`config.mk`:
```
export PLATFORM = sky130hd
export DESIGN_NAME = cts_ctrl
export DESIGN_NICKNAME = d
export VERILOG_FILES = /design/src/logic/cts_pkg.sv /design/src/logic/cts_ctrl.sv
export VERILOG_INCLUDE_DIRS = /design/src /design/src/logic
export SDC_FILE = /design/constraint.sdc
export NUM_CORES = 1
export LEC_CHECK = 0
export BUFFER_PORTS_ARGS = -buffer_cell sky130_fd_sc_hd__buf_2
export CORE_ASPECT_RATIO = 1.2
export CORE_MARGIN = 10
export CORE_UTILIZATION = 42
export CTS_CLUSTER_SIZE = 8
export DETAILED_ROUTE_END_ITERATION = 6
export GPL_TIMING_DRIVEN = 0
export PLACE_DENSITY_LB_ADDON = 0.12
export SETUP_SLACK_MARGIN = 0.1
export SLEW_MARGIN = 15
export SYNTH_ARGS = -nofsm -noshare
export SYNTH_HDL_FRONTEND = slang
export SYNTH_SLANG_ARGS = --single-unit
```
`constraint.sdc`:
```
create_clock -name pclk -period 2.1 [get_ports pclk]
set_input_delay 0.105 -clock pclk [delete_from_list [all_inputs] [get_ports pclk]]
set_output_delay 0.105 -clock pclk [all_outputs]
set_load 0.02 [all_outputs]
```
`src/logic/cts_regs.svh`:
```
// Register offsets, field positions, reset values for the tx-select/acceptance block.
// Assumes byte addressing on a 32-bit APB, one register per aligned word.
`ifndef CTS_REGS_SVH
`define CTS_REGS_SVH
`define CTS_OFF_TAAK      12'h000
`define CTS_OFF_TBSEL     12'h004
`define CTS_OFF_IDAC      12'h008
`define CTS_OFF_RSVD0     12'h00c
`define CTS_OFF_RSVD1     12'h00d
`define CTS_OFF_RSVD_WORD 12'h00c
`define CTS_OFF_INT_STAT  12'h010
`define CTS_OFF_INT_EN    12'h014
`define CTS_OFF_INT_CLR   12'h018
`define CTS_OFF_MODE      12'h01c
`define CTS_OFF_WINDOW    12'h020
`define CTS_OFF_WINDOW_END 12'h040
`define CTS_NBUF          3
`define CTS_FMODE_LSB     4
`define CTS_FMODE_MSB     5
`define CTS_HIT_MSB       2
`define CTS_RESET_3       3'h0
`define CTS_RESET_FMODE   2'h0
`define CTS_FMODE_CLOSED  2'h3
`define CTS_INT_HIT       0
`define CTS_INT_ABORT     1
`define CTS_INT_BLOCK     2
`endif
```
`src/logic/cts_pkg.sv`:
```
// Types shared by the tx-select/acceptance block.
// Assumes cts_regs.svh supplies the numeric constants.
package cts_pkg;
  typedef enum logic [1:0] {
    cts_two_32,
    cts_four_16,
    cts_eight_8,
    cts_closed
  } cts_mode_type;

  typedef struct packed {
    logic [2:0] done;
    logic [2:0] aborted;
  } cts_tx_event_type;

  typedef struct packed {
    logic       load;
    logic [2:0] hit;
  } cts_rx_event_type;
endpackage

```
`src/logic/cts_ctrl.sv`:
```
// APB register slave: abort acknowledge, tx buffer select, acceptance control.
// Assumes engine events are synchronous to pclk and one cycle wide.
// What this block does
// - Three abort-acknowledge bits, 1 means aborted on request, 0 not aborted.
// - Abort-acknowledge bit clears when the same buffer's empty flag clears.
// - Abort-acknowledge register held at reset while init requested and acknowledged.
// - Lowest set select bit maps that tx buffer into the window.
// - Select read returns only the lowest set bit, others zero.
// - Window access blocked while selected buffer is full and scheduled.
// - No window access when no tx buffer is selected.
// - Select held in reset in init mode, writable only fully out of init.
// - Acceptance control readable always, writable in init only, hit bits read-only.
// - Mode 00 two 32-bit, 01 four 16-bit, 10 eight 8-bit, 11 closed.
// - Closed filter accepts nothing, foreground receive buffer never reloaded.
// - Hit field gives binary index 0..7 of matching filter.
// - Hit field follows foreground buffer, updated on every shift in.
// - Reserved test bytes read zero, writes ignored.
// - Device sets empty flag when buffer free, software clears to schedule.
`timescale 1ns/100ps
`include "cts_regs.svh"
module cts_ctrl (
  // APB
  input  wire logic                 pclk,
  input  wire logic                 presetn,
  input  wire logic                 psel,
  input  wire logic                 penable,
  input  wire logic                 pwrite,
  input  wire logic [11:0]          paddr,
  input  wire logic [31:0]          pwdata,
  output logic      [31:0]          prdata,
  output logic                      pready,
  output logic                      pslverr,
  // Protocol engine
  input  wire cts_pkg::cts_tx_event_type tx_event,
  input  wire cts_pkg::cts_rx_event_type rx_event,
  input  wire logic                 init_acknowledge,
  // Tx buffer window
  output logic                      window_access,
  output logic                      window_write,
  output logic      [2:0]           window_buffer,
  output logic      [7:0]           window_addr,
  output logic      [7:0]           window_wdata,
  input  wire logic [7:0]           window_rdata,
  // Filter and engine control
  output logic                      rx_accept_enable,
  output logic      [1:0]           acceptance_mode_field,
  output logic      [2:0]           tx_empty_flag,
  output logic                      init_request,
  // Interrupt
  output logic                      irq
);
  import cts_pkg::*;

  logic [2:0] abort_ack_bits;
  logic [2:0] tx_buffer_select;
  logic [1:0] filter_mode;
  logic       ack_q;
  logic [2:0] filter_hit_index;
  logic [2:0] int_stat;
  logic [2:0] int_en;
  logic [2:0] sel_low;
  logic       init_mode;
  logic       out_of_init;
  logic       setup;
  logic       wr;
  logic       rd;
  logic       win_hit;
  logic       win_ok;
  logic       sel_full;
  logic [2:0] sw_clear_empty;
  logic [2:0] next_empty;
  logic       block_event;
  cts_mode_type mode;

  assign init_mode   = init_request & init_acknowledge;
  assign out_of_init = ~init_request & ~init_acknowledge;
  // One wait state: read data is registered in the first access cycle,
  // so it already stands in prdata at the edge where pready is seen high
  always_ff @(posedge pclk or negedge presetn) begin
    if (!presetn) begin
      ack_q <= 1'b0;
    end else begin
      ack_q <= setup & ~ack_q;
    end
  end

  assign pready  = ack_q;
  assign setup   = psel & penable;
  assign wr      = setup & pwrite & ack_q;
  assign rd      = setup & ~pwrite & ~ack_q;
  assign win_hit = (paddr >= `CTS_OFF_WINDOW) && (paddr < `CTS_OFF_WINDOW_END);

  // Lowest set bit only
  assign sel_low = tx_buffer_select & (~tx_buffer_select + 3'h1);
  assign sel_full = |(sel_low & ~tx_empty_flag);
  assign win_ok = (|sel_low) & ~sel_full;
  assign block_event = win_hit & setup & ack_q & ~win_ok;
  assign pslverr = block_event;

  assign window_access = win_hit & setup & win_ok;
  assign window_write  = pwrite;
  assign window_buffer = sel_low;
  assign window_addr   = paddr[7:0] - 8'(`CTS_OFF_WINDOW);
  assign window_wdata  = pwdata[7:0];

  assign mode = cts_mode_type'(filter_mode);
  assign acceptance_mode_field = filter_mode;
  assign rx_accept_enable = (mode != cts_closed);

  // Software clears empty flags by writing 1s to the mode register bits [10:8]
  assign sw_clear_empty = (wr && paddr == `CTS_OFF_MODE) ? pwdata[10:8] : 3'h0;
  // Set by engine wins over the software clear
  assign next_empty = (tx_empty_flag & ~sw_clear_empty) | tx_event.done;

  always_ff @(posedge pclk or negedge presetn) begin
    if (!presetn) begin
      tx_empty_flag <= 3'h7;
    end else begin
      tx_empty_flag <= next_empty;
    end
  end

  always_ff @(posedge pclk or negedge presetn) begin
    if (!presetn) begin
      init_request <= 1'b1;
    end else if (wr && paddr == `CTS_OFF_MODE) begin
      init_request <= pwdata[0];
    end
  end

  always_ff @(posedge pclk or negedge presetn) begin
    if (!presetn) begin
      abort_ack_bits <= `CTS_RESET_3;
    end else if (init_mode) begin
      abort_ack_bits <= `CTS_RESET_3;
    end else begin
      // Clear follows the empty flag falling; a fresh abort in the same cycle wins
      abort_ack_bits <= (abort_ack_bits & next_empty) | tx_event.aborted;
    end
  end

  always_ff @(posedge pclk or negedge presetn) begin
    if (!presetn) begin
      tx_buffer_select <= `CTS_RESET_3;
    end else if (init_mode) begin
      tx_buffer_select <= `CTS_RESET_3;
    end else if (out_of_init && wr && paddr == `CTS_OFF_TBSEL) begin
      tx_buffer_select <= pwdata[2:0];
    end
  end

  always_ff @(posedge pclk or negedge presetn) begin
    if (!presetn) begin
      filter_mode <= `CTS_RESET_FMODE;
    end else if (init_mode && wr && paddr == `CTS_OFF_IDAC) begin
      filter_mode <= pwdata[`CTS_FMODE_MSB:`CTS_FMODE_LSB];
    end
  end

  // Hit index stays with the foreground buffer; closed filter never loads it
  always_ff @(posedge pclk or negedge presetn) begin
    if (!presetn) begin
      filter_hit_index <= `CTS_RESET_3;
    end else if (rx_event.load && rx_accept_enable) begin
      filter_hit_index <= rx_event.hit;
    end
  end

  always_ff @(posedge pclk or negedge presetn) begin
    if (!presetn) begin
      int_en <= 3'h0;
    end else if (wr && paddr == `CTS_OFF_INT_EN) begin
      int_en <= pwdata[2:0];
    end
  end

  logic [2:0] int_set;
  logic [2:0] int_clr;
  always_comb begin
    int_set = 3'h0;
    int_set[`CTS_INT_HIT]   = rx_event.load & rx_accept_enable;
    int_set[`CTS_INT_ABORT] = |tx_event.aborted;
    int_set[`CTS_INT_BLOCK] = block_event;
    int_clr = (wr && paddr == `CTS_OFF_INT_CLR) ? pwdata[2:0] : 3'h0;
  end

  always_ff @(posedge pclk or negedge presetn) begin
    if (!presetn) begin
      int_stat <= 3'h0;
    end else begin
      int_stat <= (int_stat & ~int_clr) | int_set;
    end
  end

  assign irq = |(int_stat & int_en);

  always_ff @(posedge pclk or negedge presetn) begin
    if (!presetn) begin
      prdata <= 32'h0;
    end else if (rd) begin
      if (paddr == `CTS_OFF_TAAK) begin
        prdata <= {29'h0, abort_ack_bits};
      end else if (paddr == `CTS_OFF_TBSEL) begin
        prdata <= {29'h0, sel_low};
      end else if (paddr == `CTS_OFF_IDAC) begin
        prdata <= {26'h0, filter_mode, 1'b0, filter_hit_index};
      end else if (paddr == `CTS_OFF_RSVD_WORD) begin
        prdata <= 32'h0;
      end else if (paddr == `CTS_OFF_INT_STAT) begin
        prdata <= {29'h0, int_stat};
      end else if (paddr == `CTS_OFF_INT_EN) begin
        prdata <= {29'h0, int_en};
      end else if (paddr == `CTS_OFF_MODE) begin
        prdata <= {21'h0, tx_empty_flag, 6'h0, init_acknowledge, init_request};
      end else if (win_hit && win_ok) begin
        prdata <= {24'h0, window_rdata};
      end else begin
        prdata <= 32'h0;
      end
    end
  end

  // Bus handshake: one wait state, then exactly one ready cycle
  chk_ready_pulse: assert property (@(posedge pclk) disable iff (!presetn)
    pready |=> !pready)
    else $error("ready held more than one cycle");

  chk_init_write: assert property (@(posedge pclk) disable iff (!presetn)
    (wr && paddr == `CTS_OFF_MODE) |=> init_request == $past(pwdata[0]))
    else $error("init request not written");

  // Abort acknowledge
  chk_taak_init_hold: assert property (@(posedge pclk) disable iff (!presetn)
    init_mode |=> abort_ack_bits == 3'h0)
    else $error("abort ack not held in init");

  chk_taak_set: assert property (@(posedge pclk) disable iff (!presetn)
    ((|tx_event.aborted) && !init_mode)
    |=> ((abort_ack_bits & $past(tx_event.aborted)) == $past(tx_event.aborted)))
    else $error("abort ack not set");

  chk_taak_rise0: assert property (@(posedge pclk) disable iff (!presetn)
    $rose(abort_ack_bits[0]) |-> $past(tx_event.aborted[0]))
    else $error("abort ack 0 set without abort");

  chk_taak_rise1: assert property (@(posedge pclk) disable iff (!presetn)
    $rose(abort_ack_bits[1]) |-> $past(tx_event.aborted[1]))
    else $error("abort ack 1 set without abort");

  chk_taak_rise2: assert property (@(posedge pclk) disable iff (!presetn)
    $rose(abort_ack_bits[2]) |-> $past(tx_event.aborted[2]))
    else $error("abort ack 2 set without abort");

  chk_taak_read: assert property (@(posedge pclk) disable iff (!presetn)
    (rd && paddr == `CTS_OFF_TAAK) |=> prdata == {29'h0, $past(abort_ack_bits)})
    else $error("abort ack read wrong");

  chk_taak_clear: assert property (@(posedge pclk) disable iff (!presetn)
    ($fell(tx_empty_flag[0]) && !$past(tx_event.aborted[0])) |-> !abort_ack_bits[0])
    else $error("abort ack not cleared");

  chk_taak_clear1: assert property (@(posedge pclk) disable iff (!presetn)
    ($fell(tx_empty_flag[1]) && !$past(tx_event.aborted[1])) |-> !abort_ack_bits[1])
    else $error("abort ack 1 not cleared");

  chk_taak_clear2: assert property (@(posedge pclk) disable iff (!presetn)
    ($fell(tx_empty_flag[2]) && !$past(tx_event.aborted[2])) |-> !abort_ack_bits[2])
    else $error("abort ack 2 not cleared");

  // Buffer select and window
  chk_tbsel_lowest: assert property (@(posedge pclk) disable iff (!presetn)
    $onehot0(sel_low) && ((sel_low & tx_buffer_select) == sel_low))
    else $error("select not lowest bit");

  chk_tbsel_read: assert property (@(posedge pclk) disable iff (!presetn)
    (rd && paddr == `CTS_OFF_TBSEL) |=> prdata == {29'h0, $past(sel_low)})
    else $error("select read wrong");

  chk_tbsel_init: assert property (@(posedge pclk) disable iff (!presetn)
    init_mode |=> tx_buffer_select == 3'h0)
    else $error("select not held");

  // Half-way in or out of init the select keeps its value
  chk_tbsel_half: assert property (@(posedge pclk) disable iff (!presetn)
    (!out_of_init && !init_mode) |=> $stable(tx_buffer_select))
    else $error("select changed while init pending");

  chk_tbsel_write: assert property (@(posedge pclk) disable iff (!presetn)
    (out_of_init && wr && paddr == `CTS_OFF_TBSEL)
    |=> tx_buffer_select == $past(pwdata[2:0]))
    else $error("select not written");

  chk_window_onehot: assert property (@(posedge pclk) disable iff (!presetn)
    window_access |-> ($onehot(window_buffer) && window_buffer == sel_low))
    else $error("window buffer not lowest select");

  chk_window_none: assert property (@(posedge pclk) disable iff (!presetn)
    (tx_buffer_select == 3'h0) |-> !window_access)
    else $error("window open unselected");

  chk_window_rd_zero: assert property (@(posedge pclk) disable iff (!presetn)
    (rd && win_hit && !win_ok) |=> prdata == 32'h0)
    else $error("blocked window read nonzero");

  chk_window_full: assert property (@(posedge pclk) disable iff (!presetn)
    sel_full |-> !window_access)
    else $error("window open while full");

  chk_block_err: assert property (@(posedge pclk) disable iff (!presetn)
    (win_hit && setup && ack_q && !win_ok) |-> pslverr)
    else $error("blocked access without error");

  // Empty flags: engine set wins over software clear
  chk_empty_set: assert property (@(posedge pclk) disable iff (!presetn)
    (|tx_event.done) |=> ((tx_empty_flag & $past(tx_event.done)) == $past(tx_event.done)))
    else $error("empty flag not set");

  chk_empty_clear0: assert property (@(posedge pclk) disable iff (!presetn)
    (sw_clear_empty[0] && !tx_event.done[0]) |=> !tx_empty_flag[0])
    else $error("empty flag 0 not cleared");

  chk_empty_clear1: assert property (@(posedge pclk) disable iff (!presetn)
    (sw_clear_empty[1] && !tx_event.done[1]) |=> !tx_empty_flag[1])
    else $error("empty flag 1 not cleared");

  chk_empty_clear2: assert property (@(posedge pclk) disable iff (!presetn)
    (sw_clear_empty[2] && !tx_event.done[2]) |=> !tx_empty_flag[2])
    else $error("empty flag 2 not cleared");

  // Acceptance control
  chk_idac_lock: assert property (@(posedge pclk) disable iff (!presetn)
    !init_mode |=> $stable(filter_mode))
    else $error("mode changed outside init");

  chk_idac_write: assert property (@(posedge pclk) disable iff (!presetn)
    (init_mode && wr && paddr == `CTS_OFF_IDAC) |=> filter_mode == $past(pwdata[5:4]))
    else $error("mode not written in init");

  chk_mode_decode: assert property (@(posedge pclk) disable iff (!presetn)
    rx_accept_enable == (acceptance_mode_field != `CTS_FMODE_CLOSED))
    else $error("closed mode decode wrong");

  chk_closed_nohit: assert property (@(posedge pclk) disable iff (!presetn)
    (filter_mode == 2'h3) |=> $stable(filter_hit_index))
    else $error("closed filter loaded");

  chk_hit_update: assert property (@(posedge pclk) disable iff (!presetn)
    (rx_event.load && rx_accept_enable) |=> filter_hit_index == $past(rx_event.hit))
    else $error("hit not updated");

  chk_hit_hold: assert property (@(posedge pclk) disable iff (!presetn)
    !rx_event.load |=> $stable(filter_hit_index))
    else $error("hit changed without load");

  chk_hit_read: assert property (@(posedge pclk) disable iff (!presetn)
    (rd && paddr == `CTS_OFF_IDAC) |=> prdata[2:0] == $past(filter_hit_index))
    else $error("hit read wrong");

  chk_rsvd_zero: assert property (@(posedge pclk) disable iff (!presetn)
    (rd && paddr == 12'h00c) |=> prdata == 32'h0)
    else $error("reserved nonzero");

  // Sticky interrupt status
  chk_int_abort: assert property (@(posedge pclk) disable iff (!presetn)
    (|tx_event.aborted) |=> int_stat[`CTS_INT_ABORT])
    else $error("abort status not set");

  chk_int_hit: assert property (@(posedge pclk) disable iff (!presetn)
    (rx_event.load && rx_accept_enable) |=> int_stat[`CTS_INT_HIT])
    else $error("hit status not set");

  chk_int_block: assert property (@(posedge pclk) disable iff (!presetn)
    block_event |=> int_stat[`CTS_INT_BLOCK])
    else $error("block status not set");

  chk_int_clear: assert property (@(posedge pclk) disable iff (!presetn)
    (int_clr[0] && !int_set[0]) |=> !int_stat[0])
    else $error("status not cleared");
endmodule

```
# Word-level counts from Yosys, hierarchy flattened
# Index checks and enable logic that the tools add are counted.
[word_totals] reg_bits=54 inputBits=68 output_inout_bits=63 word_cells=84
[op_classes] addsub=2 order_cmp=2 n_eq_ne=8 mux=13 bitwise=33 n_reduce_logical=16
[op_table] op="two-way mux 32 bit" n=2
[op_table] op="two-way mux 11 bit" n=5
[op_table] op="== test 12 x 5 -> 1 bit, second input constant" n=4
[op_table] op="== test 12 x 4 -> 1 bit, second input constant" n=2
[op_table] op="bitwise AND 3 bit" n=6
[op_table] op="two-way mux 3 bit" n=5
[op_table] op="bitwise AND 1 bit" n=14
[op_table] op="== test 12 x 3 -> 1 bit, second input constant" n=1
[op_table] op="greater-or-equal comparator 12 x 6 -> 1 bit, second input constant" n=1
[op_table] op="zero test 12 bit" n=1
[op_table] op="less-than comparator 12 x 7 -> 1 bit, second input constant" n=1
[op_table] op="NOT 3 bit" n=4
[op_table] op="OR reduction 3 bit" n=4
[op_table] op="logical AND 1 bit" n=10
[op_table] op="OR 3 bit" n=3
[op_table] op="two-way mux 8 bit" n=1
[op_table] op="subtractor 8 x 6 -> 8 bit, second input constant" n=1
[op_table] op="NOT 1 bit" n=6
[op_table] op="adder 3 x 1 -> 3 bit, second input constant" n=1
[op_table] op="!= test 2 bit, second input constant" n=1
[op_table] op="nonzero test 2 bit" n=1

# Depth between registers and ports, before layout
# Gate-level depths: netlist (run 1).
[logic_depth] depth_word=16 ltp_mapped=6 depth_no_buf=5

# Worst setup path before layout (run 1)
# OpenSTA, ideal clock, no wires.
[synth_path] path_kind="register -> register" startpoint="register ack_q, in the netlist pready" endpoint="register int_stat[1]" setup_time_ns=0.129 t_arrival_ns=1.639 path_slack_ns=0.332 path_stages_with_launch=6 n_path_buf=0 period_less_slack_ns=1.768 path_cell_list="dfrtp_1 -> and4_1 -> and4_4 -> and4_4 -> nand2_1 -> a2111o_1"
[synth_between] elab_chain_len=6
[synth_rtl] item="from (decl)" line_no="cts_ctrl.sv:57" text="logic ack_q;"
[synth_rtl] item="from (signal assigned)" line_no="cts_ctrl.sv:83" text="ack_q <= setup & ~ack_q;"
[synth_rtl] item="bitwise AND 1 bit" line_no="cts_ctrl.sv:89" text="assign wr = setup & pwrite & ack_q;"
[synth_rtl] item="logical AND 1 bit (no source line)"
[synth_rtl] item="two-way mux 3 bit" line_no="cts_ctrl.sv:184" text="int_clr = (wr && paddr == `CTS_OFF_INT_CLR) ? pwdata[2:0] : 3'h0;"
[synth_rtl] item="NOT 3 bit" line_no="cts_ctrl.sv:191" text="int_stat <= (int_stat & ~int_clr) | int_set;"
[synth_rtl] item="bitwise AND 3 bit" line_no="cts_ctrl.sv:191"
[synth_rtl] item="OR 3 bit" line_no="cts_ctrl.sv:191"
[synth_rtl] item="to (signal assigned)" line_no="cts_ctrl.sv:191"
[synth_rtl] item="to (decl)" line_no="cts_ctrl.sv:59" text="logic [2:0] int_stat;"
# Every way passes these cells.
# A chain may end at the register's enable or synchronous reset.

# Worst setup path in the final report (run 1)
# Ends and elaborated chain as after synthesis.

==> results.py, run 1 <==
metrics = {
    "outcome": {
        "status": "completed",
    },
    "cts": {
        "cts_post_setup_buffers_inserted": 0,
        "ctsRootBufferMaster": "sky130_fd_sc_hd__clkbuf_8",
        "htree_levels": 2,
        "path_clk_slew_ns": 0.07,
        "cts_tree": "yes",
        "num_cts_buffers": 5,
        "later_pin_clock_latency_in_the_skew_report_ns": 0.29,
        "cts.sink_count": 33,
        "clock_path_buffers": 2,
    },
    "yosys": {
        "yosys_register_bits": 33,
        "avgSynthCellArea_um2": 9.32,
        "ys_types": 45,
        "synth_seq_area_share": 0.411,
        "number_of_synthesized_flops_with_an_enable_pin": 0,
        "ys_dominant_reg_cell": "sky130_fd_sc_hd__dfrtp_1",
        "ys_warn_count": 0,
        "synthArstFlopShare": 1.00,
        "synthCells": 217,
        "synth_area_um2": 2020,
    },
    "timing": {
        "finalHoldViolations": 0,
        "setup-tns-final_ns": 0,
        "grt_setup_unrepaired": "false",
        "setup_viol": 0,
        "timing.final.max_slew_violations": 0,
        "max_slew.worst_pin.slew_ns": 0.904,
        "hold-worst-slack_ns": 0.0233,
        "timing.max_slew.rel_slack": 0.393,
        "achievable-frequency_ghz": 0.546,
        "worst_clock_skew_ns": 0.00754,
        "finalCriticalPeriod_ns": 1.83,
        "final_min_period_over_clock_period": 0.872,
    },
    "detailed_routing": {
        "final_antenna_net_count": 0,
        "drt-vias-per-instance": 4.76,
        "via_count": 1851,
        "wire_length_per_cell_um": 15.1,
        "drc_errors": 0,
        "drt_iter0_drc": 102,
        "detail_route.first_pass.iterations": 5,
        "routed_wirelength_mm": 5.87,
    },
    "die": {
        "chipWidth_um": 83.4,
        "initial_core_util": 0.437,
        "ioPinCount": 131,
        "die-area_um2": 8010,
        "die_height_um": 96.0,
        "design.core.area_um2": 4630,
        "std_cell_rows": 27,
    },
    "global_routing": {
        "via_count_of_the_first_global_routing_pass": 1825,
        "gr-usage-all-layers": 0.142,
        "global_route.overflow_total": 0,
        "grt_max_degree": 34,
        "number_of_antenna_violations_at_the_first_check_in_global_routing": 0,
        "grt_first_pass_wirelength_mm": 9.32,
    },
    "final_layout": {
        "final_cell_count_no_fill": 389,
        "sequential_cell_area_um2": 831,
        "area_occupied_by_multi_input_gates_um2": 932,
        "layout.cells.most_common_list": "87 x sky130_fd_sc_hd__buf_2, 36 x sky130_fd_sc_hd__buf_4, 29 x sky130_fd_sc_hd__dfrtp_1, 25 x sky130_fd_sc_hd__nand2_1, 21 x sky130_fd_sc_hd__conb_1",
        "antenna_cells": 0,
        "final_design_instance_area_without_fill_um2": 2690,
        "design.final.nets": 399,
        "layout-drive-gt1-share": 0.462,
        "fill_cells": 445,
        "layout_commonest_cell": "sky130_fd_sc_hd__buf_2",
        "area.growth.synth_to_final_pct": 33.1,
    },
    "critical_path": {
        "worstSetupStartpointType": "register",
        "crit_arrival_ns": 2.00,
        "cp-end-kind": "register",
        "critPathLaunch": "pready$_DFF_PN0_",
        "path_class": "register to register",
        "reg2regPathDepth": 5,
        "r2r-end": "int_stat[1]$_DFF_PN0_",
        "cp-endpoint": "int_stat[1]$_DFF_PN0_",
        "r2r_start": "pready$_DFF_PN0_",
        "crit_fanout": 6,
        "worst_ep_required_time_ns": 2.26,
        "worst_case_register_to_register_setup_slack_ns": 0.27,
    },
    "power_and_ir_drop": {
        "totalPowerFinal_uw": 1430,
        "leakagePower_uw": 0.00145,
        "power.ir.vdd_worst_mv": 0.399,
        "power_density_nw_per_um2": 530,
    },
    "min_path": {
        "timing.hold.worst.class": "input port to register",
    },
    "job": {
        "maxCapViolCount": 0,
    },
    "place": {
        "gp_congestion": 0.862,
        "placed_cells_incl_taps": 380,
        "detailedPlacementHpwl_mm": 4.90,
        "placedInstanceArea_um2": 2600,
        "io_buffer_count": 85,
    },
}
## state kept, by name, summed over array words and instances (netlist names)
signal	flops
pready	1
acceptance_mode_field	2
tx_empty_flag	3
init_request	1
int_en	3
filter_hit_index	3
prdata	11
abort_ack_bits	3
int_stat	3
tx_buffer_select	3
## how the worst min path moves through the flow
| stage | cells past startpoint | end | from |
|---|---|---|---|
| after global routing | 2 | tx_empty_flag[1]$_DFF_PN1_ | tx_event[4] |
| after floorplan | 0 | abort_ack_bits[0]$_DFF_PN0_ | presetn |
| after detailed placement | 1 | pready$_DFF_PN0_ | presetn |
| after CTS | 3 | filter_hit_index[1]$_DFFE_PN0P_ | rx_event[1] |
| final | 3 | filter_hit_index[1]$_DFFE_PN0P_ | rx_event[1] |
| after global placement | 1 | prdata[7]$_DFFE_PN0P_ | presetn |
## stage by stage
step,util,setup WS (ns)
after floorplan,-,0.332
after global placement,0.561,0.299
after detailed placement,0.561,0.284
after CTS,0.581,0.181
after global routing,0.582,0.190
final,0.582,0.269
## Yosys cell counts, types with 4 or more instances
library cell,n,area share
sky130_fd_sc_hd__nand3_1,4,0.0099
sky130_fd_sc_hd__or3_1,4,0.012
sky130_fd_sc_hd__buf_4,36,0.13
sky130_fd_sc_hd__nand2b_1,4,0.012
sky130_fd_sc_hd__clkbuf_1,5,0.0093
sky130_fd_sc_hd__dfrtp_1,29,0.36
sky130_fd_sc_hd__nor2_1,11,0.020
sky130_fd_sc_hd__inv_1,11,0.020
sky130_fd_sc_hd__mux2_2,7,0.039
sky130_fd_sc_hd__o21ai_0,9,0.022
sky130_fd_sc_hd__o31ai_1,6,0.022
sky130_fd_sc_hd__dfstp_2,4,0.052
sky130_fd_sc_hd__nand2_1,25,0.046
sky130_fd_sc_hd__a31oi_1,5,0.015
sky130_fd_sc_hd__a21oi_1,8,0.020
## area by class of cell
cell class | count | share of cell area
Buffer | 43 | 0.111
Inverter | 11 | 0.0153
Clock inverter | 2 | 0.00372
Tap cell | 58 | 0.0269
Clock buffer | 6 | 0.0269
Multi-Input combinational cell | 150 | 0.346
Timing Repair Buffer | 86 | 0.162
Sequential cell | 33 | 0.308
## per-layer routing
| metal | up-vias | share of wire | global-route usage |
|---|---|---|---|
| li1 | 935 | - | - |
| met1 | 848 | 0.40 | 0.159 |
| met2 | 62 | 0.51 | 0.253 |
| met3 | 6 | 0.078 | 0.0490 |
| met4 | 0 | 0.0090 | 0.0384 |
| met5 | - | 0 | 0 |
## report_power, final
part	internal, uW	total (uW)	switching [uW]
clock	229	461	231
combinational	126	303	177
sequential	654	664	9.81
total	1010	1430	419
## what timing repair did
| item | 4_1_cts | 5_1_grt |
|---|---|---|
| hold endpoints to repair | 29 | 0 |
| endpoints found under the setup margin | 0 | 1 |
| hold buffers | 1 | 0 |
| resized for setup | 0 | 1 |
## cells by family after synthesis
family | after synthesis | share of synthesized area
muxes | 10 | 0.0538
other | 1 | 0.00185
AOI/OAI and AO/OA | 45 | 0.155
adders and majority gates | 1 | 0.00618
xor gates and xnor gates | 1 | 0.00433
DFF | 33 | 0.411
buffers and inverters | 54 | 0.168
and+or+nand+nor | 72 | 0.200
## worst max-delay path, cell delays in order (launching register included)
cell and delay, ns:
sky130_fd_sc_hd__dfrtp_1 0.41, sky130_fd_sc_hd__and4_1 0.27, sky130_fd_sc_hd__and4_4 0.29, sky130_fd_sc_hd__and4_4 0.26, sky130_fd_sc_hd__nand2_1 0.07, sky130_fd_sc_hd__a2111o_1 0.41
No activity file was read; power rests on OpenSTA's default activity.
==> inputs of run 2 (changes only) <==
--- a/config.mk
+++ b/config.mk
@@ -14,6 +14,7 @@
 export DETAILED_ROUTE_END_ITERATION = 6
 export GPL_TIMING_DRIVEN = 0
 export PLACE_DENSITY_LB_ADDON = 0.12
+export REMOVE_ABC_BUFFERS = 1
 export SETUP_SLACK_MARGIN = 0.1
 export SLEW_MARGIN = 15
 export SYNTH_ARGS = -nofsm -noshare
==> run 2 against run 1 <==
  * Sequential cell count stayed put
  * Core utilization is 6.7 points lower
  * Fmax increased by 1.4%
  * Total power decreased by 3.4%
  * Register-to-register slack improved by 0.02 ns
  * Cell count fell by 12%
  * Worst hold slack better by 0.0091 ns
  * Die area unchanged
  * First-iteration DRC count down 29%
  * Largest cell class unchanged
  * Largest power group unchanged
  * Highest routed layer unchanged
==> results.py, run 2 (synthesized netlist as in run 1, its figures left out) <==
metrics = {
    "outcome": {
        "status": "completed",
    },
    "detailed_routing": {
        "final_antenna_net_count": 0,
        "routed_wirelength_mm": 5.68,
        "drt-vias-per-instance": 5.03,
        "drt_iter0_drc": 72,
        "drc_errors": 0,
        "met3_length_um": 494,
        "wl_met1_mm": 2.17,
        "topRoutingLayerUsed": "met4",
        "wire_length_per_cell_um": 16.6,
        "met2_wirelength_mm": 2.97,
        "detail_route.first_pass.iterations": 6,
        "via_count": 1721,
    },
    "die": {
        "die_height_um": 96.0,
        "initial_core_util": 0.437,
        "ioPinCount": 131,
        "std_cell_rows": 27,
        "design.core.area_um2": 4630,
        "chipWidth_um": 83.4,
        "die-area_um2": 8010,
    },
    "min_path": {
        "timing.hold.worst.class": "input port to register",
        "worstHoldPathCells": 2,
    },
    "final_layout": {
        "antenna_cells": 0,
        "area.growth.synth_to_final_pct": 17.8,
        "design.final.nets": 353,
        "final_cell_count_no_fill": 342,
        "layout.cells.most_common_list": "82 x sky130_fd_sc_hd__buf_2, 29 x sky130_fd_sc_hd__dfrtp_1, 25 x sky130_fd_sc_hd__nand2_1, 21 x sky130_fd_sc_hd__conb_1",
        "layout-drive-gt1-share": 0.391,
        "layout_commonest_cell": "sky130_fd_sc_hd__buf_2",
        "max_ffs_per_register": 11,
        "biggest_register": "prdata",
    },
    "power_and_ir_drop": {
        "leakagePower_uw": 0.00123,
        "power_density_nw_per_um2": 579,
        "power.ir.vdd_worst_mv": 0.488,
    },
    "critical_path": {
        "delay_of_the_slowest_cell_on_the_worst_path_ns": 0.41,
        "critical_path_s_most_frequent_cell": "sky130_fd_sc_hd__and4_4",
        "crit_fanout": 6,
        "critPathSlowestCell": "sky130_fd_sc_hd__dfrtp_1",
        "worst_ep_required_time_ns": 2.26,
        "reg2regPathDepth": 5,
        "cp-end-kind": "register",
        "path_class": "register to register",
        "worstSetupStartpointType": "register",
        "path_cells": "and4_1 > and4_4 > and4_4 > nand2_1 > a2111o_1",
        "crit_arrival_ns": 1.97,
    },
    "timing": {
        "timing.final.max_slew_violations": 0,
        "final_min_period_over_clock_period": 0.860,
        "finalWorstSetupSlack_ns": 0.294,
        "setup_viol": 0,
        "timing.max_slew.rel_slack": 0.364,
        "finalHoldViolations": 0,
        "grt_setup_unrepaired": "false",
        "setup-tns-final_ns": 0,
        "achievable-frequency_ghz": 0.554,
        "worst_clock_skew_ns": 0.00621,
        "max_slew.worst_pin.slew_ns": 0.946,
        "finalCriticalPeriod_ns": 1.81,
    },
    "place": {
        "dp_worst_setup_slack_ns": 0.285,
        "placed_cells_incl_taps": 334,
        "io_buffer_count": 82,
        "gp_congestion": 0.823,
        "detailedPlacementHpwl_mm": 4.69,
    },
    "global_routing": {
        "global_route.overflow_total": 0,
        "gr-usage-all-layers": 0.141,
        "number_of_antenna_violations_at_the_first_check_in_global_routing": 0,
        "via_count_of_the_first_global_routing_pass": 1794,
        "grt_max_degree": 34,
        "grt_first_pass_wirelength_mm": 9.27,
    },
    "cts": {
        "clock_path_buffers": 2,
        "later_pin_clock_latency_in_the_skew_report_ns": 0.28,
        "num_cts_buffers": 5,
        "cts.sink_count": 33,
        "cts_post_setup_buffers_inserted": 0,
        "ctsRootBufferMaster": "sky130_fd_sc_hd__clkbuf_8",
        "path_clk_slew_ns": 0.06,
        "htree_levels": 2,
        "cts_tree": "yes",
    },
    "job": {
        "maxCapViolCount": 0,
    },
}
## run 2: cell types whose count changed in the layout (fill, tap and decap cells not counted)
cell                       before  now
sky130_fd_sc_hd__buf_2         87   82
sky130_fd_sc_hd__buf_4         36    0
sky130_fd_sc_hd__clkbuf_1       6    1
sky130_fd_sc_hd__clkbuf_8       5    6
sky130_fd_sc_hd__clkinv_2       2    0
## run 2: timing repair
item                                    4_1_cts  5_1_grt
endpoints found under the setup margin        0        1
gates resized for setup                       0        1
endpoints found under the hold margin        29        0
hold buffers                                  1        0
## run 2: worst max-delay path, delay by kind of cell, from the launching register on
kind	cells	cell delay, ns
simple gates	4	0.88
flops	1	0.41
compound gates	1	0.40
## run 2: layout make-up
cell class | instances | area (um^2)
Fill cell | 455 | 2240
Multi-Input combinational cell | 150 | 932
Sequential cell | 33 | 831
Timing Repair Buffer | 83 | 420
Clock buffer | 7 | 86.3
Tap cell | 58 | 72.6
Inverter | 11 | 41.3
## run 2: final timing paths
kind,from,endpoint,slack [ns]
hold / removal,tx_event[3],tx_empty_flag[0]$_DFF_PN1_,0.03
setup reg to reg,pready$_DFF_PN0_,int_stat[1]$_DFF_PN0_,0.29
hold reg to reg,prdata[0]$_DFFE_PN0P_,prdata[0]$_DFFE_PN0P_,0.47
setup / recovery,pready$_DFF_PN0_,int_stat[1]$_DFF_PN0_,0.29
min in group asynchronous,presetn,prdata[3]$_DFFE_PN0P_,0.43
max in group asynchronous,presetn,tx_buffer_select[0]$_DFFE_PN0P_,1.21
## run 2: power breakdown
part	switching, uW	internal (uW)
logic	165	78.9
clock network	212	260
registers	9.56	654
total	387	993
## run 2: metrics by stage
stage | hold slack [ns] | utilization | cell area (um^2) | total power, uW
floorplan | -0.191 | - | 1800 | 785
global placement | 0.210 | 0.493 | 2280 | 916
detailed placement | 0.207 | 0.493 | 2280 | 918
CTS | 0.0226 | 0.514 | 2380 | 1400
global route | 0.0246 | 0.515 | 2380 | 1450
finish | 0.0324 | 0.515 | 2380 | 1380
## run 2: metal layers
metal	vias up	track usage
li1	844	-
met4	0	0.0341
met2	64	0.249
met1	807	0.159
met5	-	0
met3	6	0.0541
